--- src/inc/dfris_pkg.sv ---
/*
  package for the frequency reference input selector: register map, field
  layouts, function codes, timing constants and carrier structs.
  assumes a single 200 MHz clock domain and AHB-Lite register access.
*/
package dfris_pkg;

  localparam int unsigned CLK_MHZ       = 200;
  localparam int unsigned JOG_LIMIT_MS  = 500;
  localparam int unsigned JOG_LIMIT_CYC = JOG_LIMIT_MS * 1000 * CLK_MHZ;
  localparam int unsigned FREQ_W        = 16;
  localparam int unsigned NUM_DI        = 6;
  localparam int unsigned NUM_PRESET    = 16;

  // input function codes
  localparam logic [6:0] FN_FWD    = 7'h00;
  localparam logic [6:0] FN_REV    = 7'h01;
  localparam logic [6:0] FN_MS1    = 7'h02;
  localparam logic [6:0] FN_MS2    = 7'h03;
  localparam logic [6:0] FN_MS3    = 7'h04;
  localparam logic [6:0] FN_MS4    = 7'h05;
  localparam logic [6:0] FN_JOGF   = 7'h06;
  localparam logic [6:0] FN_JOGR   = 7'h07;
  localparam logic [6:0] FN_UP     = 7'h08;
  localparam logic [6:0] FN_DOWN   = 7'h09;
  localparam logic [6:0] FN_HOLD   = 7'h0b;
  localparam logic [6:0] FN_ALTRUN = 7'h0c;
  localparam logic [6:0] FN_ALTFRQ = 7'h0d;
  localparam logic [6:0] FN_ESTOP  = 7'h0e;
  localparam logic [6:0] FN_PIDOFF = 7'h10;
  localparam logic [6:0] FN_LOCREM = 7'h1b;
  localparam logic [6:0] FN_JOGSEL = 7'h1d;
  localparam logic [6:0] FN_ACC2   = 7'h1e;

  // frequency source and direction lock settings
  localparam logic [1:0] SRC_KEYPAD = 2'h0;
  localparam logic [1:0] SRC_TERM   = 2'h1;
  localparam logic [1:0] SRC_UPDN   = 2'h2;
  localparam logic [1:0] LOCK_FWD   = 2'h1;
  localparam logic [1:0] LOCK_REV   = 2'h2;

  // register byte offsets
  localparam logic [7:0] A_CTRL    = 8'h00;
  localparam logic [7:0] A_FUNC    = 8'h04;
  localparam logic [7:0] A_JOGF    = 8'h08;
  localparam logic [7:0] A_LIMITS  = 8'h0c;
  localparam logic [7:0] A_TIMES1  = 8'h10;
  localparam logic [7:0] A_TIMES2  = 8'h14;
  localparam logic [7:0] A_ESTOP   = 8'h18;
  localparam logic [7:0] A_STATUS  = 8'h1c;
  localparam logic [7:0] A_FREQOUT = 8'h20;
  localparam logic [7:0] A_PRESET  = 8'h40;

  // control register fields
  localparam int unsigned C_FSRC   = 0;
  localparam int unsigned C_AFSRC  = 2;
  localparam int unsigned C_RSRC   = 4;
  localparam int unsigned C_ARSRC  = 6;
  localparam int unsigned C_LOCK   = 8;
  localparam int unsigned C_RETAIN = 10;
  localparam int unsigned C_AUXM   = 11;
  localparam int unsigned C_PIDEN  = 12;
  localparam int unsigned C_STOPM  = 13;
  localparam int unsigned C_PWRDN  = 14;
  localparam logic [31:0] CTRL_RST = 32'h0000_0000;
  localparam logic [FREQ_W-1:0] UPPER_RST = 16'h1770;
  localparam logic [FREQ_W-1:0] TIME_RST  = 16'h0064;

  typedef enum logic [1:0] {
    DFRIS_IDLE = 2'b00,
    DFRIS_RAMP = 2'b01,
    DFRIS_ESTP = 2'b11,
    DFRIS_HALT = 2'b10
  } dfris_mode_e;

  typedef struct packed {
    logic [FREQ_W-1:0] target;
    logic [FREQ_W-1:0] acc_time;
    logic [FREQ_W-1:0] dec_time;
    logic              hold;
    logic              run;
  } dfris_ramp_s;

  typedef struct packed {
    logic        sel;
    logic [31:0] addr;
    logic        write;
  } dfris_addr_s;

endpackage

--- src/core/dfris_ramp.sv ---
/*
  ramp generator: moves the output frequency toward a target, one step each
  time a rate counter expires; hold freezes it.
  assumes times in ticks per unit of frequency less one, clock enable from the top.
*/
`timescale 1ns/100ps
module dfris_ramp
  import dfris_pkg::*;
#(
  parameter int unsigned W = FREQ_W
) (
  input  wire logic          hclk,
  input  wire logic          hresetn,
  input  wire logic          clk_en,
  input  dfris_pkg::dfris_ramp_s cmd,
  output logic [W-1:0]       freq_out,
  output logic               at_target
);

  logic [W-1:0] freq_q;
  logic [W-1:0] freq_d;
  logic [W-1:0] tick_q;
  logic [W-1:0] tick_d;
  logic [W-1:0] goal;

  assign goal      = cmd.run ? cmd.target : '0;
  assign at_target = (freq_q == goal);
  assign freq_out  = freq_q;

  wire going_up = goal > freq_q;
  wire [W-1:0] period = going_up ? cmd.acc_time : cmd.dec_time;
  wire step = (tick_q >= period) && !at_target && !cmd.hold;

  assign tick_d = (cmd.hold || at_target || step) ? '0 : tick_q + W'(1);
  assign freq_d = !step ? freq_q : (going_up ? freq_q + W'(1) : freq_q - W'(1));

  always_ff @(posedge hclk or negedge hresetn) begin
    if (!hresetn) begin
      freq_q <= '0;
      tick_q <= '0;
    end else if (clk_en) begin
      freq_q <= freq_d;
      tick_q <= tick_d;
    end
  end

endmodule // dfris_ramp

--- src/core/dfris_top.sv ---
/*
  frequency reference input selector: decodes the multi-function inputs,
  picks the frequency reference, drives the ramp and flags warnings.
  assumes inputs synchronous to hclk, AHB-Lite with one slave, zero waits.
*/
`timescale 1ns/100ps
module dfris_top
  import dfris_pkg::*;
#(
  parameter int unsigned W        = FREQ_W,
  parameter int unsigned JOG_CYC  = JOG_LIMIT_CYC
) (
  input  wire logic                   hclk,
  input  wire logic                   hresetn,
  input  wire logic                   clk_en,
  input  wire logic                   hsel,
  input  wire logic [31:0]            haddr,
  input  wire logic [1:0]             htrans,
  input  wire logic                   hwrite,
  input  wire logic [2:0]             hsize,
  input  wire logic                   hready,
  input  wire logic [31:0]            hwdata,
  output logic [31:0]                 hrdata,
  output logic                        hreadyout,
  output logic                        hresp,
  input  wire logic [NUM_DI-1:0]      di_in,
  input  wire logic [W-1:0]           analog_input_one,
  input  wire logic [W-1:0]           analog_input_two,
  input  wire logic [W-1:0]           alt_freq_ref,
  input  wire logic                   alt_run_fwd,
  input  wire logic                   alt_run_rev,
  input  wire logic                   local_run_fwd,
  input  wire logic                   local_run_rev,
  input  wire logic                   power_loss,
  output logic [W-1:0]                freq_target,
  output logic [W-1:0]                freq_output,
  output logic                        run_active,
  output logic                        run_reverse,
  output logic                        jog_timeout_stop,
  output logic                        stop_coast,
  output logic                        run_direction_warning,
  output logic                        input_config_error
);

  dfris_mode_e mode_q, mode_d;
  logic [31:0]  ctrl_q;
  logic [41:0]  func_q;
  logic [W-1:0] jog_q, upper_q, lower_q, acc1_q, dec1_q, acc2_q, dec2_q, edec_q;
  logic [W-1:0] preset_q [NUM_PRESET];
  logic [W-1:0] updn_q, updn_d, saved_q, tgt_q, tgt_d;
  logic [31:0]  jog_cnt_q;
  logic         jog_stop_q;
  dfris_addr_s  ap_q;
  logic [31:0]  rdata_q;

  function automatic logic fn_active(input logic [41:0] fsel, input logic [NUM_DI-1:0] di,
                                     input logic [6:0] code);
    logic hit;
    hit = 1'b0;
    for (int i = 0; i < NUM_DI; i++)
      if (fsel[i*7 +: 7] == code && di[i]) hit = 1'b1;
    return hit;
  endfunction

  function automatic logic fn_assigned(input logic [41:0] fsel, input logic [6:0] code);
    logic hit;
    hit = 1'b0;
    for (int i = 0; i < NUM_DI; i++)
      if (fsel[i*7 +: 7] == code) hit = 1'b1;
    return hit;
  endfunction

  function automatic logic [W-1:0] clamp(input logic [W-1:0] v, input logic [W-1:0] lo,
                                         input logic [W-1:0] hi);
    return (v < lo) ? lo : ((v > hi) ? hi : v);
  endfunction

  // preset window decode, shared by the read mux and the write path
  function automatic logic pre_hit(input logic [7:0] off);
    return (off >= A_PRESET) && (off < A_PRESET + 8'(4 * NUM_PRESET));
  endfunction

  function automatic logic [3:0] pre_slot(input logic [7:0] off);
    return 4'((off - A_PRESET) >> 2);
  endfunction

  // decoded inputs
  wire fsel_ms1  = fn_active(func_q, di_in, FN_MS1);
  wire fsel_ms2  = fn_active(func_q, di_in, FN_MS2);
  wire fsel_ms3  = fn_active(func_q, di_in, FN_MS3);
  wire fsel_ms4  = fn_active(func_q, di_in, FN_MS4);
  wire jog_sel   = fn_active(func_q, di_in, FN_JOGSEL);
  wire jog_fwd   = fn_active(func_q, di_in, FN_JOGF);
  wire jog_rev   = fn_active(func_q, di_in, FN_JOGR);
  wire up_in     = fn_active(func_q, di_in, FN_UP);
  wire dn_in     = fn_active(func_q, di_in, FN_DOWN);
  wire hold_in   = fn_active(func_q, di_in, FN_HOLD);
  wire alt_run   = fn_active(func_q, di_in, FN_ALTRUN);
  wire alt_frq   = fn_active(func_q, di_in, FN_ALTFRQ);
  wire estop_in  = fn_active(func_q, di_in, FN_ESTOP);
  wire pid_off   = fn_active(func_q, di_in, FN_PIDOFF);
  wire local_in  = fn_active(func_q, di_in, FN_LOCREM);
  wire acc2_in   = fn_active(func_q, di_in, FN_ACC2);
  wire term_fwd  = fn_active(func_q, di_in, FN_FWD);
  wire term_rev  = fn_active(func_q, di_in, FN_REV);
  wire locrem_on = fn_assigned(func_q, FN_LOCREM);
  wire up_asg    = fn_assigned(func_q, FN_UP);
  wire dn_asg    = fn_assigned(func_q, FN_DOWN);

  wire [1:0] fsrc_main = ctrl_q[C_FSRC +: 2];
  wire [1:0] fsrc_alt  = ctrl_q[C_AFSRC +: 2];
  wire [1:0] rsrc_main = ctrl_q[C_RSRC +: 2];
  wire [1:0] rsrc_alt  = ctrl_q[C_ARSRC +: 2];
  wire [1:0] dir_lock  = ctrl_q[C_LOCK +: 2];
  wire       retain    = ctrl_q[C_RETAIN];
  wire       aux_mode  = ctrl_q[C_AUXM];
  wire       pid_en    = ctrl_q[C_PIDEN];
  wire       stop_mode = ctrl_q[C_STOPM];

  // local/remote overrides the main/alternative switches
  wire       loc_mode  = locrem_on && local_in;
  wire [1:0] fsrc      = loc_mode ? SRC_KEYPAD : (alt_frq ? fsrc_alt : fsrc_main);
  wire [1:0] rsrc      = loc_mode ? SRC_KEYPAD : (alt_run ? rsrc_alt : rsrc_main);
  wire       term_runs = (rsrc == SRC_TERM);

  wire run_fwd_in = term_runs ? term_fwd : (rsrc == SRC_KEYPAD ? local_run_fwd : alt_run_fwd);
  wire run_rev_in = term_runs ? term_rev : (rsrc == SRC_KEYPAD ? local_run_rev : alt_run_rev);
  // jog contacts are honoured only from terminals
  wire jog_run    = term_runs && (jog_fwd || jog_rev);
  wire want_fwd   = jog_run ? jog_fwd : run_fwd_in;
  wire want_rev   = jog_run ? (jog_rev && !jog_fwd) : (run_rev_in && !run_fwd_in);

  // direction lock vetoes the run and raises the warning
  wire dir_bad = (dir_lock == LOCK_FWD && want_rev) || (dir_lock == LOCK_REV && want_fwd);
  wire run_req = (want_fwd || want_rev) && !dir_bad && !jog_stop_q;

  // multi-speed selection
  wire [3:0] ms_idx = {fsel_ms4, fsel_ms3, fsel_ms2, fsel_ms1};
  wire       aux_ok = !pid_en;
  wire [W-1:0] stage1 = (fsrc == SRC_TERM) ? analog_input_one : preset_q[0];
  wire [W-1:0] stage2 = aux_mode ? preset_q[1] : analog_input_two;
  // pid disable moves stage one to the auxiliary input, never while pid is on
  wire [W-1:0] stage1_pid = (aux_ok && pid_off) ? analog_input_two : stage1;
  wire [W-1:0] ms_ref = (ms_idx == 4'h0) ? stage1_pid :
                        (ms_idx == 4'h1) ? stage2 : preset_q[ms_idx];
  wire [W-1:0] sel_ref = jog_sel ? jog_q : ms_ref;

  // up/down stepping
  wire updn_mode = (fsrc == SRC_UPDN);
  wire updn_err  = (up_asg ^ dn_asg) || (hold_in && (up_in || dn_in));
  wire up_only   = updn_mode && up_in && !dn_in && !hold_in;
  wire dn_only   = updn_mode && dn_in && !up_in && !hold_in;

  always_comb begin
    updn_d = updn_q;
    if (!run_req && !retain)
      updn_d = lower_q;
    else if (up_only && freq_output >= updn_q)
      updn_d = freq_output + W'(1);
    else if (dn_only && freq_output <= updn_q && freq_output != '0)
      updn_d = freq_output - W'(1);
    else if (updn_mode && !up_only && !dn_only && run_req && updn_q != freq_output
             && freq_output >= lower_q)
      updn_d = freq_output;
    updn_d = clamp(updn_d, lower_q, upper_q);
  end

  // reference arbitration: jog, then hold, then selected source
  wire [W-1:0] src_ref = (fsrc == SRC_UPDN) ? updn_q :
                         (alt_frq && !loc_mode && fsrc == SRC_KEYPAD) ? alt_freq_ref : sel_ref;
  // without retention a run started under hold must not leave zero
  wire hold_zero = hold_in && !retain && (freq_output == '0);

  always_comb begin
    tgt_d = src_ref;
    if (jog_run)
      tgt_d = jog_q;
    else if (hold_zero)
      tgt_d = '0;
    else if (hold_in && retain)
      tgt_d = saved_q;
  end

  always_comb begin
    mode_d = mode_q;
    unique case (mode_q)
      DFRIS_IDLE: begin
        if (estop_in)
          mode_d = DFRIS_ESTP;
        else if (run_req)
          mode_d = DFRIS_RAMP;
      end
      DFRIS_RAMP: begin
        if (estop_in)
          mode_d = DFRIS_ESTP;
        else if (!run_req)
          mode_d = DFRIS_IDLE;
      end
      DFRIS_ESTP: begin
        if (freq_output == '0)
          mode_d = DFRIS_HALT;
      end
      DFRIS_HALT: begin
        if (!estop_in && !run_req)
          mode_d = DFRIS_IDLE;
      end
    endcase
  end

  wire jog_expired = jog_run && (jog_cnt_q >= 32'(JOG_CYC));

  dfris_ramp_s rcmd;
  assign rcmd.target   = tgt_q;
  assign rcmd.acc_time = acc2_in ? acc2_q : acc1_q;
  assign rcmd.dec_time = (mode_q == DFRIS_ESTP) ? edec_q : (acc2_in ? dec2_q : dec1_q);
  assign rcmd.hold     = hold_in && (mode_q == DFRIS_RAMP);
  assign rcmd.run      = (mode_q == DFRIS_RAMP);

  dfris_ramp #(.W(W)) u_ramp (
    .hclk      (hclk),
    .hresetn   (hresetn),
    .clk_en    (clk_en),
    .cmd       (rcmd),
    .freq_out  (freq_output),
    .at_target ()
  );

  // AHB-Lite slave: zero wait states, always OKAY
  wire       ap_valid = hsel && hready && htrans[1];
  wire [7:0] a_off    = ap_q.addr[7:0];
  wire       wr_en    = ap_q.sel && ap_q.write && clk_en;
  wire       is_pre   = pre_hit(a_off);
  wire [3:0] pre_idx  = pre_slot(a_off);
  wire [31:0] status_w = {26'h0, mode_q, jog_stop_q, input_config_error,
                          run_direction_warning, run_active};
  wire [31:0] rd_mux =
    (haddr[7:0] == A_CTRL)    ? ctrl_q :
    (haddr[7:0] == A_FUNC)    ? {22'h0, func_q[9:0]} | 32'(func_q[41:10]) << 10 :
    (haddr[7:0] == A_JOGF)    ? 32'(jog_q) :
    (haddr[7:0] == A_LIMITS)  ? {upper_q, lower_q} :
    (haddr[7:0] == A_TIMES1)  ? {dec1_q, acc1_q} :
    (haddr[7:0] == A_TIMES2)  ? {dec2_q, acc2_q} :
    (haddr[7:0] == A_ESTOP)   ? 32'(edec_q) :
    (haddr[7:0] == A_STATUS)  ? status_w :
    (haddr[7:0] == A_FREQOUT) ? {tgt_q, freq_output} :
    pre_hit(haddr[7:0])       ? 32'(preset_q[pre_slot(haddr[7:0])]) : 32'h0000_0000;

  assign hreadyout = 1'b1;
  assign hresp     = 1'b0;
  assign hrdata    = rdata_q;

  // read data is fetched in the address phase so it stands through the data phase
  always_ff @(posedge hclk or negedge hresetn) begin
    if (!hresetn) begin
      ap_q    <= '0;
      rdata_q <= 32'h0000_0000;
    end else if (clk_en) begin
      ap_q    <= '{sel: ap_valid, addr: haddr, write: hwrite};
      rdata_q <= (ap_valid && !hwrite) ? rd_mux : 32'h0000_0000;
    end
  end

  always_ff @(posedge hclk or negedge hresetn) begin
    if (!hresetn) begin
      ctrl_q  <= CTRL_RST;
      func_q  <= '0;
      jog_q   <= '0;
      upper_q <= UPPER_RST;
      lower_q <= '0;
      acc1_q  <= TIME_RST;
      dec1_q  <= TIME_RST;
      acc2_q  <= TIME_RST;
      dec2_q  <= TIME_RST;
      edec_q  <= TIME_RST;
      for (int i = 0; i < NUM_PRESET; i++) preset_q[i] <= '0;
    end else if (wr_en) begin
      if (a_off == A_CTRL)   ctrl_q  <= hwdata;
      if (a_off == A_FUNC)   func_q  <= hwdata[31:0] == 32'h0 ? '0 : {10'h0, hwdata};
      if (a_off == A_JOGF)   jog_q   <= hwdata[W-1:0];
      if (a_off == A_LIMITS) {upper_q, lower_q} <= hwdata;
      if (a_off == A_TIMES1) {dec1_q, acc1_q}   <= hwdata;
      if (a_off == A_TIMES2) {dec2_q, acc2_q}   <= hwdata;
      if (a_off == A_ESTOP)  edec_q  <= hwdata[W-1:0];
      if (is_pre)            preset_q[pre_idx] <= hwdata[W-1:0];
    end
  end

  always_ff @(posedge hclk or negedge hresetn) begin
    if (!hresetn) begin
      mode_q     <= DFRIS_IDLE;
      updn_q     <= '0;
      saved_q    <= '0;
      tgt_q      <= '0;
      jog_cnt_q  <= '0;
      jog_stop_q <= 1'b0;
    end else if (clk_en) begin
      mode_q     <= mode_d;
      updn_q     <= updn_d;
      tgt_q      <= tgt_d;
      // reference kept across power loss only when retention is on
      if (retain && (power_loss || (hold_in && !hold_zero))) saved_q <= tgt_q;
      else if (!retain) saved_q <= '0;
      // the stop stays latched while the contact is held, so a wrapped count cannot restart it
      jog_cnt_q  <= jog_run ? jog_cnt_q + 32'h1 : '0;
      jog_stop_q <= jog_run && (jog_stop_q || jog_expired);
    end
  end

  assign freq_target           = tgt_q;
  assign run_active            = (mode_q == DFRIS_RAMP);
  assign run_reverse           = want_rev;
  assign jog_timeout_stop      = jog_stop_q;
  assign stop_coast            = jog_stop_q && stop_mode;
  assign run_direction_warning = dir_bad;
  assign input_config_error    = updn_err;

endmodule // dfris_top

--- config.mk ---
export PLATFORM = sky130hd
export DESIGN_NAME = dfris_top
export DESIGN_NICKNAME = d
export VERILOG_FILES = /design/src/inc/dfris_pkg.sv /design/src/core/dfris_ramp.sv /design/src/core/dfris_top.sv
export SDC_FILE = /design/constraint.sdc
export NUM_CORES = 2
export LEC_CHECK = 0
export BUFFER_PORTS_ARGS = -buffer_cell sky130_fd_sc_hd__buf_4
export CORE_MARGIN = 4
export CORE_UTILIZATION = 50
export CTS_BUF_LIST = sky130_fd_sc_hd__clkbuf_2 sky130_fd_sc_hd__clkbuf_4 sky130_fd_sc_hd__clkbuf_8
export DETAILED_ROUTE_END_ITERATION = 10
export HOLD_SLACK_MARGIN = 0.12
export PLACE_DENSITY = 0.66
export RECOVER_POWER = 100
export SETUP_SLACK_MARGIN = 0.05
export SLEW_MARGIN = 10
export SYNTH_ARGS = -nofsm -noshare
export SYNTH_HDL_FRONTEND = slang
export SYNTH_SLANG_ARGS = --single-unit
--- constraint.sdc ---
create_clock -name hclk -period 7.7 [get_ports hclk]
set_input_delay 0.385 -clock hclk [delete_from_list [all_inputs] [get_ports hclk]]
set_output_delay 0.385 -clock hclk [all_outputs]
set_load 0.01 [all_outputs]
## Yosys cells after proc, flatten, opt, wreduce, memory -nomap -nowiden

Index checks and enable logic that the tools add are counted.

| word-level totals | value |
|---|---|
| output and inout bits | 72 |
| register bits | 615 |
| bits of input ports | 134 |

| cells by class | value |
|---|---|
| bitwise operators | 5 |
| muxes and demuxes | 191 |
| $lt $le $gt $ge | 16 |
| add/subtract/negate cells | 6 |
| eq/ne operators | 132 |
| reductions and logical operators | 208 |

Operators with widths:

| operator | number |
|---|---|
| 2-to-1 mux 16 bit | 32 |
| 2-to-1 mux 32 bit | 12 |
| bitwise mux 256 bit | 1 |
| == test 7 x 4 -> 1 bit, second input constant | 36 |
| == test 7 x 3 -> 1 bit, second input constant | 24 |
| == test 7 x 5 -> 1 bit, second input constant | 24 |
| logical AND 1 bit | 155 |
| 2-to-1 mux 1 bit | 132 |
| binary-select mux 16 bit (select 4 bit) | 2 |
| == test 7 x 2 -> 1 bit, second input constant | 12 |
| demux 16 bit (select 4 bit) | 1 |
| == test 8 x 5 -> 1 bit, second input constant | 7 |
| greater-or-equal comparator 16 bit | 3 |
| == test 7 x 1 -> 1 bit, second input constant | 6 |
| logical NOT 7 bit | 6 |
| adder 16 x 1 -> 16 bit, second input constant | 2 |
| adder 32 x 1 -> 32 bit, second input constant | 1 |
| == test 8 x 4 -> 1 bit, second input constant | 4 |
| greater-or-equal comparator 32 x 27 -> 1 bit, second input constant | 1 |
| > comparator 16 bit | 2 |
| logical NOT 32 bit | 1 |
| bitwise OR 10 x 32 -> 32 bit | 1 |
| 2-to-1 mux 2 bit | 10 |
| AND reduction 2 bit | 10 |
| 29 further kinds | 73 |

## Longest topological paths before layout

| depth | value |
|---|---|
| word-level depth | 31 |
| gate-level depth with buffers | 32 |
| mapped depth without buffers | 28 |

## Modules after synthesis

From an unflattened synthesis, not the netlist that was laid out.

| second synthesis, totals | value |
|---|---|
| cells, all modules | 3487 |
| area, all modules | 37221.9 um2 |

By module, submodules not included:

| module | area an instance (um2) | sequential area each (um2) | cells an instance | times used |
|---|---|---|---|---|
| dfris_top | 34112.7 | 14366.3 | 3130 | 1 |
| dfris_ramp | 3109.2 | 800.8 | 357 | 1 |

## Worst setup path before layout

Ideal clock, no wire load.

| path | value |
|---|---|
| path type | register -> register |
| start | register mode_q[1] |
| end | register u_ramp.freq_q[12] (netlist: u_ramp.freq_out[12]) |
| slack | 1.699 ns |
| required time | 7.575 ns |
| stages on the path, launching flop included | 32 |
| path buffers | 5 |
| data arrival time | 5.876 ns |
| setup time | 0.125 ns |
| path through | dfrtp_1 nor2_1 clkbuf_1 and2_1 ha_1 nor2b_1 o21a_1 o21a_1 o21a_1 o21a_1 o21a_1 o21a_1 o21ai_0 a21oi_1 buf_1 buf_1 clkbuf_1 a21oi_1 ha_1 nand2b_1 a21o_1 a21o_1 a21o_1 a21o_1 a21o_1 a21o_1 a21oi_1 o21ai_0 nand3_1 clkbuf_1 nor2_1 xnor2_1 |

| between the ends | value |
|---|---|
| longest elaborated chain between the ends | 8 |
| elaborated cells on any way between the ends | 15 |

Ends and longest elaborated chain:

| item | RTL line | source |
|---|---|---|
| start, declared | dfris_top.sv:45 | `dfris_mode_e mode_q, mode_d;` |
| start signal, assigned | dfris_top.sv:297 | `mode_q <= mode_d;` |
| == test 2 x 1 -> 1 bit * | - |  |
| via run_active | dfris_top.sv:37 | `output logic run_active,` |
| 2-to-1 mux 16 bit | dfris_ramp.sv:26 | `assign goal = cmd.run ? cmd.target : '0;` |
| > comparator 16 bit | dfris_ramp.sv:30 | `wire going_up = goal > freq_q;` |
| 2-to-1 mux 16 bit | dfris_ramp.sv:31 | `wire [W-1:0] period = going_up ? cmd.acc_time : cmd.dec_time;` |
| greater-or-equal comparator 16 bit | dfris_ramp.sv:32 | `wire step = (tick_q >= period) && !at_target && !cmd.hold;` |
| logical AND 1 bit (2 in series) | dfris_ramp.sv:32 |  |
| AND reduction 2 bit (no line) | - |  |
| end signal, assigned | dfris_ramp.sv:42 | `freq_q <= freq_d;` |
| end, declared | dfris_ramp.sv:20 | `logic [W-1:0] freq_q;` |

The timed path passes the listed nets; every way through them passes the cells marked *.
A chain may end at the register's enable or synchronous reset.

## Final worst setup path

| path | value |
|---|---|
| start | register func_q[27] |
| end | register updn_q[6] |

| between the ends | value |
|---|---|
| longest elaborated chain between the ends | 28 |
| elaborated cells on any way between the ends | 109 |

Ends and longest elaborated chain:

| item | RTL line | source |
|---|---|---|
| start, declared | dfris_top.sv:47 | `logic [41:0] func_q;` |
| start signal, assigned | dfris_top.sv:278 | `if (a_off == A_FUNC) func_q <= hwdata[31:0] == 32'h0 ? '0 : {10'h0, hwdata};` |
| == test 7 x 4 -> 1 bit or == test 7 x 5 -> 1 bit (tied branches) | dfris_top.sv:61, dfris_top.sv:69 |  |
| logical AND 1 bit | dfris_top.sv:61 | `if (fsel[i*7 +: 7] == code && di[i]) hit = 1'b1;` |
| 2-to-1 mux 1 bit (3 in series) | dfris_top.sv:61 |  |
| 2-to-1 mux 2 bit or logical AND 1 bit (tied branches) | dfris_top.sv:123, dfris_top.sv:121 |  |
| 2-to-1 mux 2 bit | dfris_top.sv:123 | `wire [1:0] rsrc = loc_mode ? SRC_KEYPAD : (alt_run ? rsrc_alt : rsrc_main);` |
| logical NOT 2 bit | dfris_top.sv:126, dfris_top.sv:127 |  |
| 2-to-1 mux 1 bit (2 in series) | dfris_top.sv:126 | `wire run_fwd_in = term_runs ? term_fwd : (rsrc == SRC_KEYPAD ? local_run_fwd : alt_run_fwd);` |
| logical NOT 1 bit | dfris_top.sv:131 | `wire want_rev = jog_run ? (jog_rev && !jog_fwd) : (run_rev_in && !run_fwd_in);` |
| [9 not listed] | - |  |
| logical AND 1 bit | dfris_top.sv:163 | `&& freq_output >= lower_q)` |
| 2-to-1 mux 16 bit | dfris_top.sv:162 | `else if (updn_mode && !up_only && !dn_only && run_req && updn_q != freq_output` |
| 2-to-1 mux 16 bit | dfris_top.sv:160 | `else if (dn_only && freq_output <= updn_q && freq_output != '0)` |
| 2-to-1 mux 16 bit | dfris_top.sv:158 | `else if (up_only && freq_output >= updn_q)` |
| 2-to-1 mux 16 bit * | dfris_top.sv:156 | `if (!run_req && !retain)` |
| > comparator 16 bit | dfris_top.sv:75 | `return (v < lo) ? lo : ((v > hi) ? hi : v);` |
| 2-to-1 mux 16 bit | dfris_top.sv:75 |  |
| 2-to-1 mux 16 bit * | dfris_top.sv:75 |  |
| end signal, assigned | dfris_top.sv:298 | `updn_q <= updn_d;` |
| end, declared | dfris_top.sv:50 | `logic [W-1:0] updn_q, updn_d, saved_q, tgt_q, tgt_d;` |

Every way passes the cells marked *; elsewhere a longest branch is shown, timed or not.

==> results.md <==
Status:
- The flow ran to the end, but the final reports show violations.
- The final reports fail on max-capacitance violations, max-slew violations.

Timing:
- The worst path uses 94.0% of the clock period.
- The final-report max-slew violation count is 714.
- In this run the tightest slew margin relative to its limit is -257%.
- The count of final setup violators is 0.
- For this run, the top clock speed supported by timing is 0.138 GHz.
- Setup repair after global routing left no endpoint under its margin.
- The number of hold violations in the final report is 0.
- The final period demand of the worst path is 7.24 ns.
- The final hold slack is 0.163 ns.
- Adding up every negative setup slack in the final design gives 0 ns.
- The worst path meets setup with 0.465 ns of slack.
- The worst clock skew is 0.0470 ns.
- The slew at the pin with the worst max-slew slack is 5.36 ns.

Place:
- The pre-CTS setup slack is 0.621 ns.
- At the end of routability-driven placement, the weighted congestion stood at 1.03.
- The HPWL after detailed placement is 108000 um.
- The port buffer count is 175.

Setup path:
- The worst setup path is of the flip-flop to flip-flop kind.
- The largest single stage delay on the critical path is 0.76 ns.
- At the worst endpoint, the required time is 8.30 ns.
- The worst setup path is launched from a flip-flop.
- Traced cell by cell, the critical path runs through or4b_1 -> nor4_1 -> o2111ai_1 -> a32oi_1 -> a211oi_4 -> or3b_1 -> nand2_1 -> o21ai_0 -> a221oi_1 -> a21oi_1 -> ha_1 -> a21o_1 -> a21o_1 -> a21oi_1 -> nor2b_1 -> o21ai_0 -> nand2b_1 -> a221o_1 -> nand3b_1 -> o221ai_2 -> a211oi_1 -> a221o_1.
- The largest driver fanout on the critical path is 12.
- The cell family contributing the most delay on the critical path is compound AO/OA/AOI/OAI gates.
- The number of buffers and inverters on the critical path is 0.
- The worst setup path is captured at a flip-flop.
- Data on the critical path arrives at its endpoint at 7.84 ns.
- The slowest stage of the critical path is the sky130_fd_sc_hd__or4b_1 cell.

Power:
- In this run the power density over the cells is 194 mW/mm2.
- The analysis attributes to cell leakage a power of 0.0187 uW.
- The largest vdd supply drop is 0.000166 V.
- Per report_power, the sequential group accounts for 43.1% of the total.
- The internal power consumption is 5580 uW.
- The switching power as a share of total power is 30.2%.
- The proportion of power drawn by the clock network is 40.8%.
- Summed over all nets, the switching power comes to 2410 uW.
- In this run, the combinational gates consume 16.2% of the power.

Clock network:
- The CTS tree is done.
- Counting along the longest clock path gives a buffer depth of 3.
- After clock tree synthesis, the clock-pin slew on the worst setup and hold paths is 0.06 ns.
- The post-CTS resize count is 0.
- For this design, the CTS-stage hold fixing added 37 buffers.
- In this run the number of H-tree levels came out at 3.
- The cell at the root of the clock tree is sky130_fd_sc_hd__clkbuf_8.
- The number of post-CTS setup repair buffers is 0.
- In this run, CTS created clock tree buffers numbering 106.
- The source-to-sink clock delay at the later pin of the worst-skew pair is 0.76 ns.
- The number of clock sinks is 605.

Floorplanning:
- The die extent in x is 277 um.
- The starting density of the core is 50.6%.
- The core region is 0.0716 mm2.
- The count of pins on the block boundary is 206.
- From bottom edge to top edge, the die measures 277 um.
- The total number of placement rows is 98.
- The floorplan step defined a die boundary enclosing 0.0768 mm2.

Global route:
- The number of global-route vias before repair is 31200.
- The wire length of the first global-routing pass is 215000 um.
- Global routing used 37.6% of the available tracks.
- The aggregate global routing overflow is 0.
- The number of antenna violations at the first check in global routing is 11.
- Entering global routing, the biggest net connects 179 pins.

Synthesis:
- The cell count after synthesis is 3401.
- The sequential cell area fraction in the yosys report is 41.9%.
- The fraction of registers with async set or reset after synthesis is 100%.
- Yosys mapped a number of flops with a built-in enable equal to 0.
- A synthesized cell averages 10.7 um2.
- The synthesized netlist occupies a cell area of 0.0362 mm2.
- The synthesized design contains 605 register bits.
- The distinct cell type count after synthesis is 99.
- The number of nets in the synthesized netlist is 3636.
- The number of warnings printed during yosys synthesis is 0.
- The prevailing post-synth register cell is sky130_fd_sc_hd__dfrtp_1.

Detailed routing:
- The vias after detailed routing is 31400.
- The number of search-and-repair iterations in the first detailed-routing pass is 6.
- The number of remaining DRC errors is 0.
- The number of antenna-violating nets in the routed design is 0.
- The number of vias per cell is 6.76.
- After detailed routing, the average wire length per cell comes to 31.9 um.
- The routed wire length is 148000 um.
- The detailed router finished its first iteration with 3761 violations.

Finish:
- The layout overhead on the synthesized area is 13.6%.
- The layout has 6226 filler cells.
- The library cell used most frequently in the layout, excluding fill and tap cells, is sky130_fd_sc_hd__dfrtp_1.
- The post-route netlist has 28.2% of its cells at a drive strength greater than 1.
- The area of combinational cells with multiple inputs is 0.0198 mm2.
- At the end of the flow the core is filled with cells to 57.4%.
- At the end of the flow, the number of nets in the layout was 3840.
- In the layout the commonest cells are sky130_fd_sc_hd__dfrtp_1, sky130_fd_sc_hd__mux2_2, sky130_fd_sc_hd__nand2_1.
- The area used by sequential logic in the layout is 0.0152 mm2.

Worst hold path:
- The type of the tightest min-delay check is input pin to flip-flop.

Flow run:
- The total of max-cap violations is 23.
Yosys cell counts, types with 30 or more instances:
library cell | n | area share (%)
sky130_fd_sc_hd__a21oi_1 | 127 | 1.8
sky130_fd_sc_hd__a221oi_1 | 51 | 1.2
sky130_fd_sc_hd__a22oi_1 | 44 | 0.91
sky130_fd_sc_hd__a31oi_1 | 31 | 0.54
sky130_fd_sc_hd__and3_1 | 40 | 0.69
sky130_fd_sc_hd__buf_1 | 37 | 0.38
sky130_fd_sc_hd__clkbuf_1 | 185 | 1.9
sky130_fd_sc_hd__dfrtp_1 | 583 | 40
sky130_fd_sc_hd__ha_1 | 101 | 3.5
sky130_fd_sc_hd__inv_1 | 83 | 0.86
sky130_fd_sc_hd__mux2_2 | 487 | 15
sky130_fd_sc_hd__mux2i_1 | 127 | 3.5
sky130_fd_sc_hd__mux4_2 | 87 | 5.4
sky130_fd_sc_hd__nand2_1 | 300 | 3.1
sky130_fd_sc_hd__nand2b_1 | 30 | 0.52
sky130_fd_sc_hd__nand3_1 | 108 | 1.5
sky130_fd_sc_hd__nand4_1 | 36 | 0.62
sky130_fd_sc_hd__nor2_1 | 215 | 2.2
sky130_fd_sc_hd__nor2b_1 | 30 | 0.52
sky130_fd_sc_hd__nor3_1 | 53 | 0.73
sky130_fd_sc_hd__o21ai_0 | 119 | 1.6
sky130_fd_sc_hd__o22ai_1 | 33 | 0.57
sky130_fd_sc_hd__o2bb2ai_1 | 31 | 0.75
layer usage:
metal	up-vias	GRT usage (%)	part of all wire (%)
met1	15900	47.5	37
met5	-	0	0.078
met2	1871	59.3	45
met4	16	23.7	7.7
li1	13200	-	-
met3	500	7.89	9.5
worst register-to-register path, stage by stage (launching register included):
cell and delay, ns:
sky130_fd_sc_hd__dfrtp_1 0.52, sky130_fd_sc_hd__or4b_1 0.76, sky130_fd_sc_hd__nor4_1 0.52, sky130_fd_sc_hd__o2111ai_1 0.30, sky130_fd_sc_hd__a32oi_1 0.37, sky130_fd_sc_hd__a211oi_4 0.13, sky130_fd_sc_hd__or3b_1 0.55, sky130_fd_sc_hd__nand2_1 0.42
sky130_fd_sc_hd__o21ai_0 0.25, sky130_fd_sc_hd__a221oi_1 0.50, sky130_fd_sc_hd__a21oi_1 0.13, sky130_fd_sc_hd__ha_1 0.34, sky130_fd_sc_hd__a21o_1 0.17, sky130_fd_sc_hd__a21o_1 0.18, sky130_fd_sc_hd__a21oi_1 0.18, sky130_fd_sc_hd__nor2b_1 0.06
sky130_fd_sc_hd__o21ai_0 0.16, sky130_fd_sc_hd__nand2b_1 0.08, sky130_fd_sc_hd__a221o_1 0.46, sky130_fd_sc_hd__nand3b_1 0.24, sky130_fd_sc_hd__o221ai_2 0.41, sky130_fd_sc_hd__a211oi_1 0.09, sky130_fd_sc_hd__a221o_1 0.30
flip-flops by register name (all words and copies together) (netlist names), 8 cells and up:
signal / cells
acc1_q: 16
jog_cnt_q: 32
dec1_q: 16
a_off: 8
dec2_q: 16
hrdata: 32
func_q: 32
jog_q: 16
u_ramp.tick_q: 16
edec_q: 16
lower_q: 16
u_ramp.freq_out: 16
upper_q: 16
saved_q: 16
preset_q: 256
updn_q: 16
ctrl_q: 32
acc2_q: 16
freq_target: 16
worst paths after layout:
path / depth (start not counted) / start / slack, ns / endpoint
setup / recovery: 22 / func_q[27]$_DFFE_PN0P_ / 0.46 / updn_q[6]$_DFFE_PN0P_
hold reg to reg: 1 / hrdata[1]$_DFFE_PN0P_ / 0.48 / hrdata[1]$_DFFE_PN0P_
max in group asynchronous: 3 / hresetn / 1.53 / preset_q[96]$_DFFE_PN0P_
hold / removal: 2 / hwdata[15] / 0.16 / preset_q[191]$_DFFE_PN0P_
setup reg to reg: 22 / func_q[27]$_DFFE_PN0P_ / 0.46 / updn_q[6]$_DFFE_PN0P_
min in group asynchronous: 2 / hresetn / 2.17 / u_ramp.freq_out[10]$_DFFE_PN0P_
cell type report:
cell class | instances | share of cell area (%)
diodes | 3 | 0.0183
clock buffers | 175 | 5.13
clock inverters | 20 | 0.538
inverters | 84 | 0.767
multi-input cells | 2472 | 48.2
flip-flops and latches | 605 | 36.9
well taps | 950 | 2.89
repair buffers | 336 | 5.59
per-stage QoR:
step	power, uW	instances	cell area [um2]
finish	7990	4645	41100
global route	8260	4643	41100
CTS	8000	4642	41600
detailed placement	4750	4410	38900
global placement	4730	4410	38900
floorplan	4140	3401	36200
power groups by stage:
stage | clock (uW) | combinational, uW | sequential (uW)
after CTS | 3280 | 1280 | 3430
after floorplan | 0 | 736 | 3400
after detailed placement | 0 | 1260 | 3490
after global placement | 0 | 1250 | 3480
after global routing | 3440 | 1380 | 3440
final | 3260 | 1290 | 3440
kinds of logic after synthesis:
logic type	Yosys count	share of synthesized area [%]
adder cells (fa/ha/maj)	101	3.49
AND/OR/NAND/NOR	933	12.3
AO/OA/AOI/OAI	680	13.4
buffers and inverters	324	3.48
other	2	0.0207
multiplexers	701	24.1
flip-flops	605	41.9
XOR/XNOR	55	1.33
Power figures use the tool's default switching activity.
